===== config.mk =====
export PLATFORM = sky130hd
export DESIGN_NAME = sdram_mode_reg_decode
export DESIGN_NICKNAME = d
export VERILOG_FILES = /design/src/mode_reg_pkg.sv /design/src/burst_order_gen.sv /design/src/sdram_mode_reg_decode.sv
export SDC_FILE = /design/constraint.sdc
export NUM_CORES = 1
export LEC_CHECK = 0
export BUFFER_PORTS_ARGS = -buffer_cell sky130_fd_sc_hd__buf_2
export CAP_MARGIN = 30
export CORE_MARGIN = 2
export CORE_UTILIZATION = 45
export CTS_BUF_LIST = sky130_fd_sc_hd__clkbuf_8
export DETAILED_ROUTE_END_ITERATION = 10
export PLACE_DENSITY_LB_ADDON = 0.15
export SKIP_LAST_GASP = 1
export SLEW_MARGIN = 30
export SYNTH_ARGS = -nofsm -noshare
export SYNTH_HDL_FRONTEND = slang
export SYNTH_SLANG_ARGS = --single-unit

===== constraint.sdc =====
create_clock -name clk_in -period 2.6 [get_ports clk_in]
set_clock_uncertainty 0.1 [all_clocks]
set_input_delay 0.39 -clock clk_in [delete_from_list [all_inputs] [get_ports clk_in]]
set_output_delay 0.39 -clock clk_in [all_outputs]
set_load 0.03 [all_outputs]

===== src/mode_reg_pkg.sv =====
// Constants for the mode register capture and decode block
package mode_reg_pkg;
  localparam int          MR_WIDTH        = 22;
  localparam int          SEL_HI          = 20;
  localparam int          SEL_LO          = 18;
  localparam logic [2:0]  SEL_BURST_LAT   = 3'h0;
  localparam logic [2:0]  SEL_OUT_TERM    = 3'h1;
  localparam logic [2:0]  SEL_DO_NOT_USE  = 3'h7;
  localparam int          RSV_TOP_POS     = 21;
  localparam int          RSV_LOW_POS     = 17;
  localparam int          DLL_RESET_POS   = 8;
  localparam int          TEST_BIT_POS    = 7;
  localparam int          ORDER_TYPE_POS  = 3;
  localparam int          OUT_DIS_POS     = 12;
  localparam int          XTERM_POS       = 11;
  localparam int          LEVEL_POS       = 7;
  localparam logic [1:0]  SIZE_FIXED8     = 2'h0;
  localparam logic [1:0]  SIZE_PER_CMD    = 2'h1;
  localparam logic [1:0]  SIZE_FIXED4     = 2'h2;
  localparam logic [1:0]  ADD_ZERO        = 2'h0;
  localparam logic [1:0]  ADD_MINUS1      = 2'h1;
  localparam logic [1:0]  ADD_MINUS2      = 2'h2;
  localparam logic [3:0]  RECOV_MAX_CODE  = 4'h8;
  localparam logic [4:0]  CAS_MAX_CODE    = 5'h17;
  localparam logic [4:0]  CAS_STACK_A     = 5'h10;
  localparam logic [4:0]  CAS_STACK_B     = 5'h12;
  localparam int          BEATS           = 8;
  localparam int          CHOP_SHIFT      = 2;
endpackage


===== src/burst_order_gen.sv =====
// Burst beat order generator
`timescale 1ns/100ps
module burst_order_gen
  import mode_reg_pkg::*;
(
  input  wire logic [2:0]  start_col_in,
  input  wire logic        interleave_in,
  input  wire logic        is_write_in,
  input  wire logic        chop_in,
  output logic      [23:0] order_out,
  output logic      [7:0]  beat_drive_out
);
  // ----------------------------------------
  // Beat order
  // ----------------------------------------
  always_comb begin
    logic [2:0] s;
    logic [2:0] b;
    s = start_col_in;
    b = 3'h0;
    order_out = 24'h0;
    beat_drive_out = 8'h0;
    if (is_write_in) begin
      s = chop_in ? {start_col_in[2], 2'b00} : 3'h0;
    end
    for (int i = 0; i < BEATS; i++) begin
      b = 3'(i);
      if (interleave_in) begin
        order_out[i*3 +: 3] = b ^ s;
      end else begin
        order_out[i*3 +: 3] = {s[2] ^ b[2], 2'(s[1:0] + b[1:0])};
      end
      beat_drive_out[i] = !(chop_in && i >= 4);
    end
  end
endmodule


===== src/sdram_mode_reg_decode.sv =====
// Mode register capture, field decode and burst control
`timescale 1ns/100ps
// Summary of operation
// - MRS loads bits 21..17 and 13..0 from bank group, bank and address pins.
// - Select bits 20:18 route write to register 0 or 1; codes 010..110 and unused 111 change nothing.
// - Recovery code 0000..1000 gives write recovery and precharge pairs; rest reserved.
// - DLL reset bit self-clears after issuing reset; controller waits lock time.
// - Vendor test bit must be zero; one enters unspecified test mode.
// - Five-bit read delay code maps to 9..32 clocks; two codes stacked only.
// - Burst size selects fixed eight, per-command, or fixed four-beat chop.
// - Per-command mode uses burst chop pin at each column command.
// - Order type picks nibble wrap or interleaved XOR beat order.
// - Chopped read drives four beats then leaves outputs undriven.
// - Writes ignore low start column bits; chop picks lower or upper half.
// - Fixed chop starts internal write two clocks earlier.
// - Total read latency is added latency plus read delay, whole clocks.
// - With masking and checksum on, checksum mismatch aborts the write.
// - Output disable bit turns off drivers and termination.
// - Extra termination strobe enable only valid on byte-wide parts.
// - Nominal termination code selects off or calibration resistor fraction.
// - Leveling bit enters write leveling mode.
// - Added latency field selects zero, delay minus one or minus two.
// - Driver impedance field selects resistor over seven or five.
module sdram_mode_reg_decode
#(
  parameter bit BYTE_WIDE_PART = 1'b1,
  parameter bit STACKED_DIE    = 1'b0
)
(
  input  wire logic        clk_in,
  input  wire logic        rst_n_in,
  input  wire logic        clk_en_in,
  input  wire logic        cs_n_in,
  input  wire logic        ras_n_in,
  input  wire logic        cas_n_in,
  input  wire logic        we_n_in,
  input  wire logic [1:0]  bank_group_in,
  input  wire logic [1:0]  bank_in,
  input  wire logic [17:0] addr_in,
  input  wire logic        dll_reset_done_in,
  input  wire logic        mask_enable_in,
  input  wire logic        crc_enable_in,
  input  wire logic        crc_ok_in,
  output logic [4:0]       write_recovery_count_out,
  output logic [3:0]       read_to_precharge_count_out,
  output logic             recovery_reserved_out,
  output logic             dll_reset_req_out,
  output logic             vendor_test_mode_out,
  output logic [5:0]       read_cas_delay_out,
  output logic             cas_code_invalid_out,
  output logic [1:0]       burst_size_out,
  output logic             burst_order_type_out,
  output logic [5:0]       added_command_latency_out,
  output logic [6:0]       total_read_latency_out,
  output logic             output_disable_out,
  output logic             extra_termination_strobe_out,
  output logic [2:0]       nominal_termination_out,
  output logic [2:0]       nominal_termination_div_out,
  output logic             write_leveling_mode_out,
  output logic             driver_impedance_out,
  output logic             driver_impedance_reserved_out,
  output logic             col_cmd_out,
  output logic             four_beat_chop_out,
  output logic [23:0]      beat_order_out,
  output logic [7:0]       beat_drive_out,
  output logic             early_write_start_out,
  output logic             write_commit_out,
  output logic             write_abort_out
);
  import mode_reg_pkg::*;

  if (BEATS != 8) $error("beat order bus is sized for eight beats");

  // ----------------------------------------
  // Command decode
  // ----------------------------------------
  logic                is_mrs;
  logic                is_col;
  logic                is_write;
  logic [MR_WIDTH-1:0] mrs_word;
  logic [2:0]          sel;
  logic [MR_WIDTH-1:0] burst_latency_mode_reg_r;
  logic [MR_WIDTH-1:0] output_termination_mode_reg_r;
  logic                chop_sel;
  // mode command with all four strobes low
  assign is_mrs   = !cs_n_in && !ras_n_in && !cas_n_in && !we_n_in;
  assign is_col   = !cs_n_in && ras_n_in && !cas_n_in;
  assign is_write = !we_n_in;
  assign mrs_word = {bank_group_in, bank_in, addr_in[17], 3'h0, addr_in[13:0]};
  assign sel      = mrs_word[SEL_HI:SEL_LO];

  // ----------------------------------------
  // Register capture
  // ----------------------------------------
  // contents change only on a matching mode write
  always_ff @(posedge clk_in or negedge rst_n_in) begin
    if (!rst_n_in) begin
      burst_latency_mode_reg_r      <= '0;
      output_termination_mode_reg_r <= '0;
    end else if (clk_en_in && is_mrs) begin
      if (sel == SEL_BURST_LAT) begin
        burst_latency_mode_reg_r <= mrs_word;
      end
      if (sel == SEL_OUT_TERM) begin
        output_termination_mode_reg_r <= mrs_word;
      end
    end
  end
  // DLL reset request clears itself once issued
  always_ff @(posedge clk_in or negedge rst_n_in) begin
    if (!rst_n_in) begin
      dll_reset_req_out <= 1'b0;
    end else if (clk_en_in) begin
      if (is_mrs && sel == SEL_BURST_LAT) begin
        dll_reset_req_out <= mrs_word[DLL_RESET_POS];
      end else if (dll_reset_done_in) begin
        dll_reset_req_out <= 1'b0;
      end
    end
  end

  // ----------------------------------------
  // Field decode functions
  // ----------------------------------------
  function automatic logic [5:0] cas_decode(input logic [4:0] c);
    logic [5:0] v;
    case (c)
      5'h08: v = 6'd18;
      5'h09: v = 6'd20;
      5'h0A: v = 6'd22;
      5'h0B: v = 6'd24;
      5'h0C: v = 6'd23;
      5'h0D: v = 6'd17;
      5'h0E: v = 6'd19;
      5'h0F: v = 6'd21;
      default: v = 6'(6'd9 + c);
    endcase
    return v;
  endfunction
  function automatic logic [4:0] recov_decode(input logic [3:0] c);
    logic [4:0] v;
    // recovery pairs, codes 0110 and 0111 swapped
    case (c)
      4'h6:    v = 5'd24;
      4'h7:    v = 5'd22;
      4'h8:    v = 5'd26;
      default: v = 5'(5'd10 + {c, 1'b0});
    endcase
    return v;
  endfunction

  // ----------------------------------------
  // Burst and latency fields
  // ----------------------------------------
  logic [3:0] recov_code;
  logic [4:0] cas_code;
  logic [5:0] cas_val;
  logic [1:0] add_code;
  assign recov_code = {burst_latency_mode_reg_r[13], burst_latency_mode_reg_r[11:9]};
  assign cas_code   = {burst_latency_mode_reg_r[12], burst_latency_mode_reg_r[6:4],
                       burst_latency_mode_reg_r[2]};
  assign cas_val    = cas_decode(cas_code);
  assign add_code   = output_termination_mode_reg_r[4:3];
  always_ff @(posedge clk_in or negedge rst_n_in) begin
    if (!rst_n_in) begin
      write_recovery_count_out    <= '0;
      read_to_precharge_count_out <= '0;
      recovery_reserved_out       <= 1'b0;
      read_cas_delay_out          <= '0;
      cas_code_invalid_out        <= 1'b0;
      added_command_latency_out   <= '0;
      total_read_latency_out      <= '0;
    end else if (clk_en_in) begin
      recovery_reserved_out       <= recov_code > RECOV_MAX_CODE;
      write_recovery_count_out    <= recov_decode(recov_code);
      read_to_precharge_count_out <= 4'(recov_decode(recov_code) >> 1);
      read_cas_delay_out          <= cas_val;
      // stacked-only codes invalid on single die
      cas_code_invalid_out <= (cas_code > CAS_MAX_CODE) ||
                              (!STACKED_DIE && (cas_code == CAS_STACK_A ||
                                                cas_code == CAS_STACK_B));
      case (add_code)
        ADD_MINUS1: added_command_latency_out <= 6'(cas_val - 6'd1);
        ADD_MINUS2: added_command_latency_out <= 6'(cas_val - 6'd2);
        default:    added_command_latency_out <= 6'h0;
      endcase
      case (add_code)
        ADD_MINUS1: total_read_latency_out <= 7'({cas_val, 1'b0} - 7'd1);
        ADD_MINUS2: total_read_latency_out <= 7'({cas_val, 1'b0} - 7'd2);
        default:    total_read_latency_out <= 7'(cas_val);
      endcase
    end
  end

  // ----------------------------------------
  // Mode flags
  // ----------------------------------------
  always_ff @(posedge clk_in or negedge rst_n_in) begin
    if (!rst_n_in) begin
      vendor_test_mode_out          <= 1'b0;
      burst_size_out                <= SIZE_FIXED8;
      burst_order_type_out          <= 1'b0;
      output_disable_out            <= 1'b0;
      extra_termination_strobe_out  <= 1'b0;
      nominal_termination_out       <= 3'h0;
      nominal_termination_div_out   <= 3'h0;
      write_leveling_mode_out       <= 1'b0;
      driver_impedance_out          <= 1'b0;
      driver_impedance_reserved_out <= 1'b0;
    end else if (clk_en_in) begin
      vendor_test_mode_out <= burst_latency_mode_reg_r[TEST_BIT_POS];
      burst_size_out       <= burst_latency_mode_reg_r[1:0];
      burst_order_type_out <= burst_latency_mode_reg_r[ORDER_TYPE_POS];
      output_disable_out   <= output_termination_mode_reg_r[OUT_DIS_POS];
      // strobe termination only on byte-wide part
      extra_termination_strobe_out <= BYTE_WIDE_PART &&
                                      output_termination_mode_reg_r[XTERM_POS];
      nominal_termination_out <= output_termination_mode_reg_r[10:8];
      case (output_termination_mode_reg_r[10:8])
        3'h1:    nominal_termination_div_out <= 3'h4;
        3'h2:    nominal_termination_div_out <= 3'h2;
        3'h3:    nominal_termination_div_out <= 3'h6;
        3'h4:    nominal_termination_div_out <= 3'h1;
        3'h5:    nominal_termination_div_out <= 3'h5;
        3'h6:    nominal_termination_div_out <= 3'h3;
        3'h7:    nominal_termination_div_out <= 3'h7;
        default: nominal_termination_div_out <= 3'h0;
      endcase
      write_leveling_mode_out <= output_termination_mode_reg_r[LEVEL_POS];
      // driver impedance, 0 for over seven, 1 for over five
      driver_impedance_out          <= output_termination_mode_reg_r[1];
      driver_impedance_reserved_out <= output_termination_mode_reg_r[2];
    end
  end

  // ----------------------------------------
  // Column command burst control
  // ----------------------------------------
  logic [23:0] order_c;
  logic [7:0]  drive_c;
  // per-command chop from burst chop pin (low selects chop)
  always_comb begin
    case (burst_size_out)
      SIZE_PER_CMD: chop_sel = !addr_in[12];
      SIZE_FIXED4:  chop_sel = 1'b1;
      default:      chop_sel = 1'b0;
    endcase
  end
  burst_order_gen u_order (
    .start_col_in   (addr_in[2:0]),
    .interleave_in  (burst_order_type_out),
    .is_write_in    (is_write),
    .chop_in        (chop_sel),
    .order_out      (order_c),
    .beat_drive_out (drive_c)
  );
  always_ff @(posedge clk_in or negedge rst_n_in) begin
    if (!rst_n_in) begin
      col_cmd_out           <= 1'b0;
      four_beat_chop_out    <= 1'b0;
      beat_order_out        <= '0;
      beat_drive_out        <= 8'h0;
      early_write_start_out <= 1'b0;
      write_commit_out      <= 1'b0;
      write_abort_out       <= 1'b0;
    end else if (clk_en_in) begin
      col_cmd_out <= is_col;
      if (is_col) begin
        four_beat_chop_out <= chop_sel;
        beat_order_out     <= order_c;
        // read drive mask; writes drive nothing
        beat_drive_out     <= is_write ? 8'h0 : drive_c;
      end
      // early internal write only with fixed chop
      early_write_start_out <= is_col && is_write && burst_size_out == SIZE_FIXED4;
      // checksum mismatch aborts write when masking and checksum on
      write_commit_out <= is_col && is_write &&
                          !(mask_enable_in && crc_enable_in && !crc_ok_in);
      write_abort_out  <= is_col && is_write && mask_enable_in && crc_enable_in &&
                          !crc_ok_in;
    end
  end
endmodule


# After elaboration in Yosys (flattened, before gate mapping)
# Index checks and enable logic that the tools add are counted.
# totals
input_bits,33
ff_bits,110
out_inout_bits,83
elab_cells,118
# classes
bitwise_logic,7
addsub,9
eq_ne,25
n_mux,17
n_reduce_logical,31
n_lt_le_gt_ge,2
# op_table
cell,count
$pmux W6 S8,1
$eq A5 B4 Y1 const B,8
$pmux W3 S7,1
$logic_and A1 B1 Y1,15
$mux W3,5
$pmux W5 S3,1
$pmux W7 S2,1
$eq A3 B3 Y1 const B,4
$pmux W6 S2,1
$eq A5 B5 Y1 const B,2
$eq A4 B3 Y1 const B,2
$logic_not A1 Y1,8
$mux W8,1
$reduce_and A2 Y1,4
$sub A7 B1 Y7 const B,1
$sub A7 B2 Y7 const B,1
$add A4 B5 Y6 const A,1
$eq A3 B1 Y1 const B,2
$eq A3 B2 Y1 const B,2
$mux W2,3
$not A2 Y2,3
$sub A6 B1 Y6 const B,1
$sub A6 B2 Y6 const B,1
$add A4 B5 Y5 const A,1
other kinds (14),21

# Depth between registers and ports, before layout
# depth
word_depth,7
depth_mapped,11
depth_no_buf,11

# By module
# From an unflattened synthesis, not the netlist that was laid out.
# unflattened
cells_unflattened,439
hier_area_um2,4755.8
# by_module_without_submodules
module,cells_each,area_each_um2,instances
sdram_mode_reg_decode,403,4494.3,1
burst_order_gen,36,261.5,1

# Least setup slack after synthesis
# No wires, ideal clock.
# synth_timing
kind,reg2reg
startpoint,register burst_latency_mode_reg_r[2]
endpoint,register added_command_latency_out[3]
arrival_ps,2384
path_stages_with_launch,10
path_buffers,1
required_ps,2374
setup_slack_ps,-10
setup_ps,126
path_cell_list,dfrtp_1 -> ha_1 -> clkbuf_1 -> or4_4 -> a31oi_4 -> ha_1 -> inv_1 -> nor2_1 -> a211oi_1 -> a221o_1
# synth_between
elab_chain_cells,4
# synth_rtl
element,line,source
"start, declared",sdram_mode_reg_decode.sv:82,logic [MR_WIDTH-1:0] burst_latency_mode_reg_r;
"start signal, assigned",sdram_mode_reg_decode.sv:102,burst_latency_mode_reg_r <= mrs_word;
$add A4 B5 Y6 / $eq A5 B4 Y1 (equally long branches),"sdram_mode_reg_decode.sv:136, sdram_mode_reg_decode.sv:127",
$pmux W6 S8 (*),sdram_mode_reg_decode.sv:127,case (c)
$sub A6 B2 Y6 / $sub A6 B1 Y6 (equally long branches),"sdram_mode_reg_decode.sv:184, sdram_mode_reg_decode.sv:183",
$pmux W6 S2 (*),sdram_mode_reg_decode.sv:182,case (add_code)
"end signal, assigned",sdram_mode_reg_decode.sv:183,ADD_MINUS1: added_command_latency_out <= 6'(cas_val - 6'd1);
"end signal, assigned",sdram_mode_reg_decode.sv:184,ADD_MINUS2: added_command_latency_out <= 6'(cas_val - 6'd2);
"end, declared",sdram_mode_reg_decode.sv:53,"output logic [5:0] added_command_latency_out,"
# Every way passes the cells marked *; elsewhere a longest branch is shown, timed or not.
# A chain may end at the register's enable or synchronous reset.

# Worst setup path in the final report
# layout_timing
startpoint,register burst_latency_mode_reg_r[2]
endpoint,register added_command_latency_out[4]
# The elaborated chain is that of the path after synthesis.

==> flow_metrics.env <==
export IMPL_grt_pass1_vias=2873
export IMPL_relSlewSlack_pct=57.2
export IMPL_min_path_type="input port to flip-flop"
export IMPL_track_usage_pct=18.4
export IMPL_ys_warn_count=0
export IMPL_grt_pass1_wl_mm=14.1
export IMPL_arrival_ns=2.62
export IMPL_holdPathStages=3
export IMPL_ys_top_cells_by_area="dfrtp_1 (50%), mux2_2 (8.2%), buf_4 (5.1%), ha_1 (4.1%), nand2_1 (3.9%)"
export IMPL_antenna_found_initial=0
export IMPL_setup_ws_ns=0.105
export IMPL_p_leak_nw=2.46
export IMPL_rows=34
export IMPL_crit_chain="buf_4, ha_4, nor4_4, o21ai_1, o21ai_2, ha_2, inv_1, a211o_1, o21a_1, o2111ai_2, o211ai_1"
export IMPL_cts_htree_levels=3
export IMPL_status="completed"
export IMPL_rsz0062_at_grt="false"
export IMPL_diodes=0
export IMPL_ys_ff_latch=80
export IMPL_postSynthAreaPerCell_um2=10.1
export IMPL_synth_cell_types=52
export IMPL_grt_max_degree=56
export IMPL_drv_cap=0
export IMPL_detail_route_antenna_nets=0
export IMPL_path_buf_inv=2
export IMPL_p_total_mw=3.82
export IMPL_r2r_start="burst_latency_mode_reg_r[2]$_DFFE_PN0P_"
export IMPL_place_ws_ns=-0.0844
export IMPL_syn_area_um2=3980
export IMPL_holdWs_ns=0.167
export IMPL_cts_made_buffers=9
export IMPL_drt_iter0_drc=135
export IMPL_synth_edf_count=0
export IMPL_synth_top_cell_area_share_pct=50.3
export IMPL_tightest_slew_ns=0.639
export IMPL_synth_main_ff_cell="dfrtp_1"
export IMPL_crit_path_start_kind="flip-flop"
export IMPL_rr_worst_depth=11
export IMPL_cts_sinks=80
export IMPL_vias_per_cell=5.14
export IMPL_initial_utilization_pct=46.1
export IMPL_slew_violations=0
export IMPL_ir_drop_v=0.000324
export IMPL_core_um2=8640
export IMPL_final_nets=536
export IMPL_dpl_hpwl_mm=6.26
export IMPL_yosysTopAreaCell="dfrtp_1"
export IMPL_cp_data_required_time_ns=2.72
export IMPL_cts_root_buffer="clkbuf_8"
export IMPL_max_freq_mhz=401
export IMPL_clock_path_buffers=2
export IMPL_period_share_pct=96.0
export IMPL_finalCriticalPeriod_ns=2.50
export IMPL_io_buffer_count=109
export IMPL_crit_path_max_fanout=5
export IMPL_synth_cells=394
export IMPL_first_pass_iters=4
export IMPL_syn_num_nets=440
export IMPL_final_common_cell="buf_2"
export IMPL_critPathKind="flip-flop to flip-flop"
export IMPL_io_pins=116
export IMPL_routed_wire_length_per_instance_um=14.3
export IMPL_worstHoldEndpoint="burst_latency_mode_reg_r[4]$_DFFE_PN0P_"
export IMPL_cts_clk_slew_worst_paths_ns=0.08
export IMPL_reg2reg_to="added_command_latency_out[4]$_DFFE_PN0P_"
export IMPL_powerDensity_nw_per_um2=789
export IMPL_area_growth_pct=21.6
export IMPL_hold_viol_final=0
export IMPL_drive_gt1_share_pct=38.0
export IMPL_path_delay_family="compound AO/OA/AOI/OAI gates"
export IMPL_cts_tree="built"
export IMPL_async_reset_ff_share_pct=100
export IMPL_crit_slowest_cell="dfrtp_1"
export IMPL_drc=0
export IMPL_ys_seq_area_share_pct=50.3
export IMPL_dieArea_um2=9620
export IMPL_worstHoldStart="addr_in[4]"
export IMPL_die_w_um=98.1
export IMPL_via_count=3097
export IMPL_setup_violations=0
export IMPL_wl_mm=8.64
export IMPL_dpl_cell_area_um2=4510
export IMPL_cp_end_kind="flip-flop"
export IMPL_final_cell_mix="buf_2 (108), dfrtp_1 (79), nand2_1 (41)"
export IMPL_r2r_slack_ns=0.10
export IMPL_critical_path_max_stage_delay_ns=0.42
export IMPL_fin_area_um2=4840
export IMPL_die_y_um=98.1
export IMPL_gp_congestion=0.840
export IMPL_clk_latency_ns=0.35
export IMPL_grt_overflow=0
area by class of cell:
type,count,area (um2)
fill,808,3790
sequential,80,2000
multi-input combinational,244,1670
timing repair buffer,128,693
tap,108,135
clock buffer,9,124
clock inverter,7,119
inverter,27,101
state kept, by name (all words and copies together), names as in the netlist, 2 cells and up:
signal                         flops
added_command_latency_out          6
beat_drive_out                     2
beat_order_out                     9
burst_latency_mode_reg_r          13
burst_size_out                     2
nominal_termination_div_out        3
nominal_termination_out            3
output_termination_mode_reg_r     10
read_cas_delay_out                 6
total_read_latency_out             7
write_recovery_count_out           4
stage by stage:
step / util, % / cells / setup TNS, ns
3_5_place_dp: 52.2 / 583 / -0.139
4_1_cts: 55.2 / 600 / 0
5_1_grt: 56.1 / 603 / 0
6_report: 56.1 / 603 / 0
2_1_floorplan: - / 394 / 0
3_3_place_gp: 52.2 / 583 / 0
Yosys cell counts (6+ instances only):
library cell and number:
dfrtp_1 80, nand2_1 41, nor2_1 39, mux2_2 29, buf_4 27, inv_1 27, a21oi_1 22, o21ai_0 21
ha_1 13, clkbuf_1 12, nor2b_1 6, nor3_1 6, o211ai_1 6
report_power, final:
| group | internal [mW] | switching (mW) | leakage [nW] | total, mW |
|---|---|---|---|---|
| registers | 1.39 | 0.106 | 1.03 | 1.49 |
| clock network | 0.639 | 0.468 | 0.121 | 1.11 |
| logic | 0.419 | 0.801 | 1.31 | 1.22 |
layer usage:
layer	global-route usage, %	share of wire [%]	routed length [um]	vias up
met4	8.01	2.0	176	0
li1	-	-	-	1508
met2	28.4	48	4170	82
met3	4.01	4.4	379	14
met5	0	0	0	-
met1	25.1	45	3920	1493
tightest hold or removal path: stages:
cell and delay [ns]:
buf_2 0.09, nand2_1 0.04, o21ai_0 0.06
worst max path at each step:
stage                                                  startpoint                                       end  depth (start not counted)
after floorplan           burst_latency_mode_reg_r[2]$_DFFE_PN0P_  added_command_latency_out[3]$_DFFE_PN0P_                          9
after global placement    burst_latency_mode_reg_r[4]$_DFFE_PN0P_     total_read_latency_out[5]$_DFFE_PN0P_                         11
after detailed placement  burst_latency_mode_reg_r[4]$_DFFE_PN0P_     total_read_latency_out[5]$_DFFE_PN0P_                         11
after CTS                 burst_latency_mode_reg_r[4]$_DFFE_PN0P_     total_read_latency_out[5]$_DFFE_PN0P_                         11
after global routing      burst_latency_mode_reg_r[2]$_DFFE_PN0P_  added_command_latency_out[3]$_DFFE_PN0P_                         11
final                     burst_latency_mode_reg_r[2]$_DFFE_PN0P_  added_command_latency_out[4]$_DFFE_PN0P_                         11
cell families (layout without fill, tap and decap cells):
kind of cell             count (synthesis)  after routing  share of synthesized area, %
AND/OR/NAND/NOR                        111            111                          12.8
AO/OA/AOI/OAI                           83             83                          13.6
flip-flops                              80             80                          50.3
buffers and inverters                   70            171                          9.33
multiplexers                            30             30                          8.45
adder cells (fa/ha/maj)                 13             13                          4.09
XOR/XNOR                                 6              6                          1.32
other                                    1              1                        0.0942
what timing repair did:
action                     4_1_cts  5_1_grt
gates resized for setup          1       15
hold buffers                     1        0
setup endpoints to repair        2        5
pin swaps                        0        1
setup buffers                    0        3
hold endpoints to repair        23        0
Note: power is estimated with default switching activity, not from simulation.
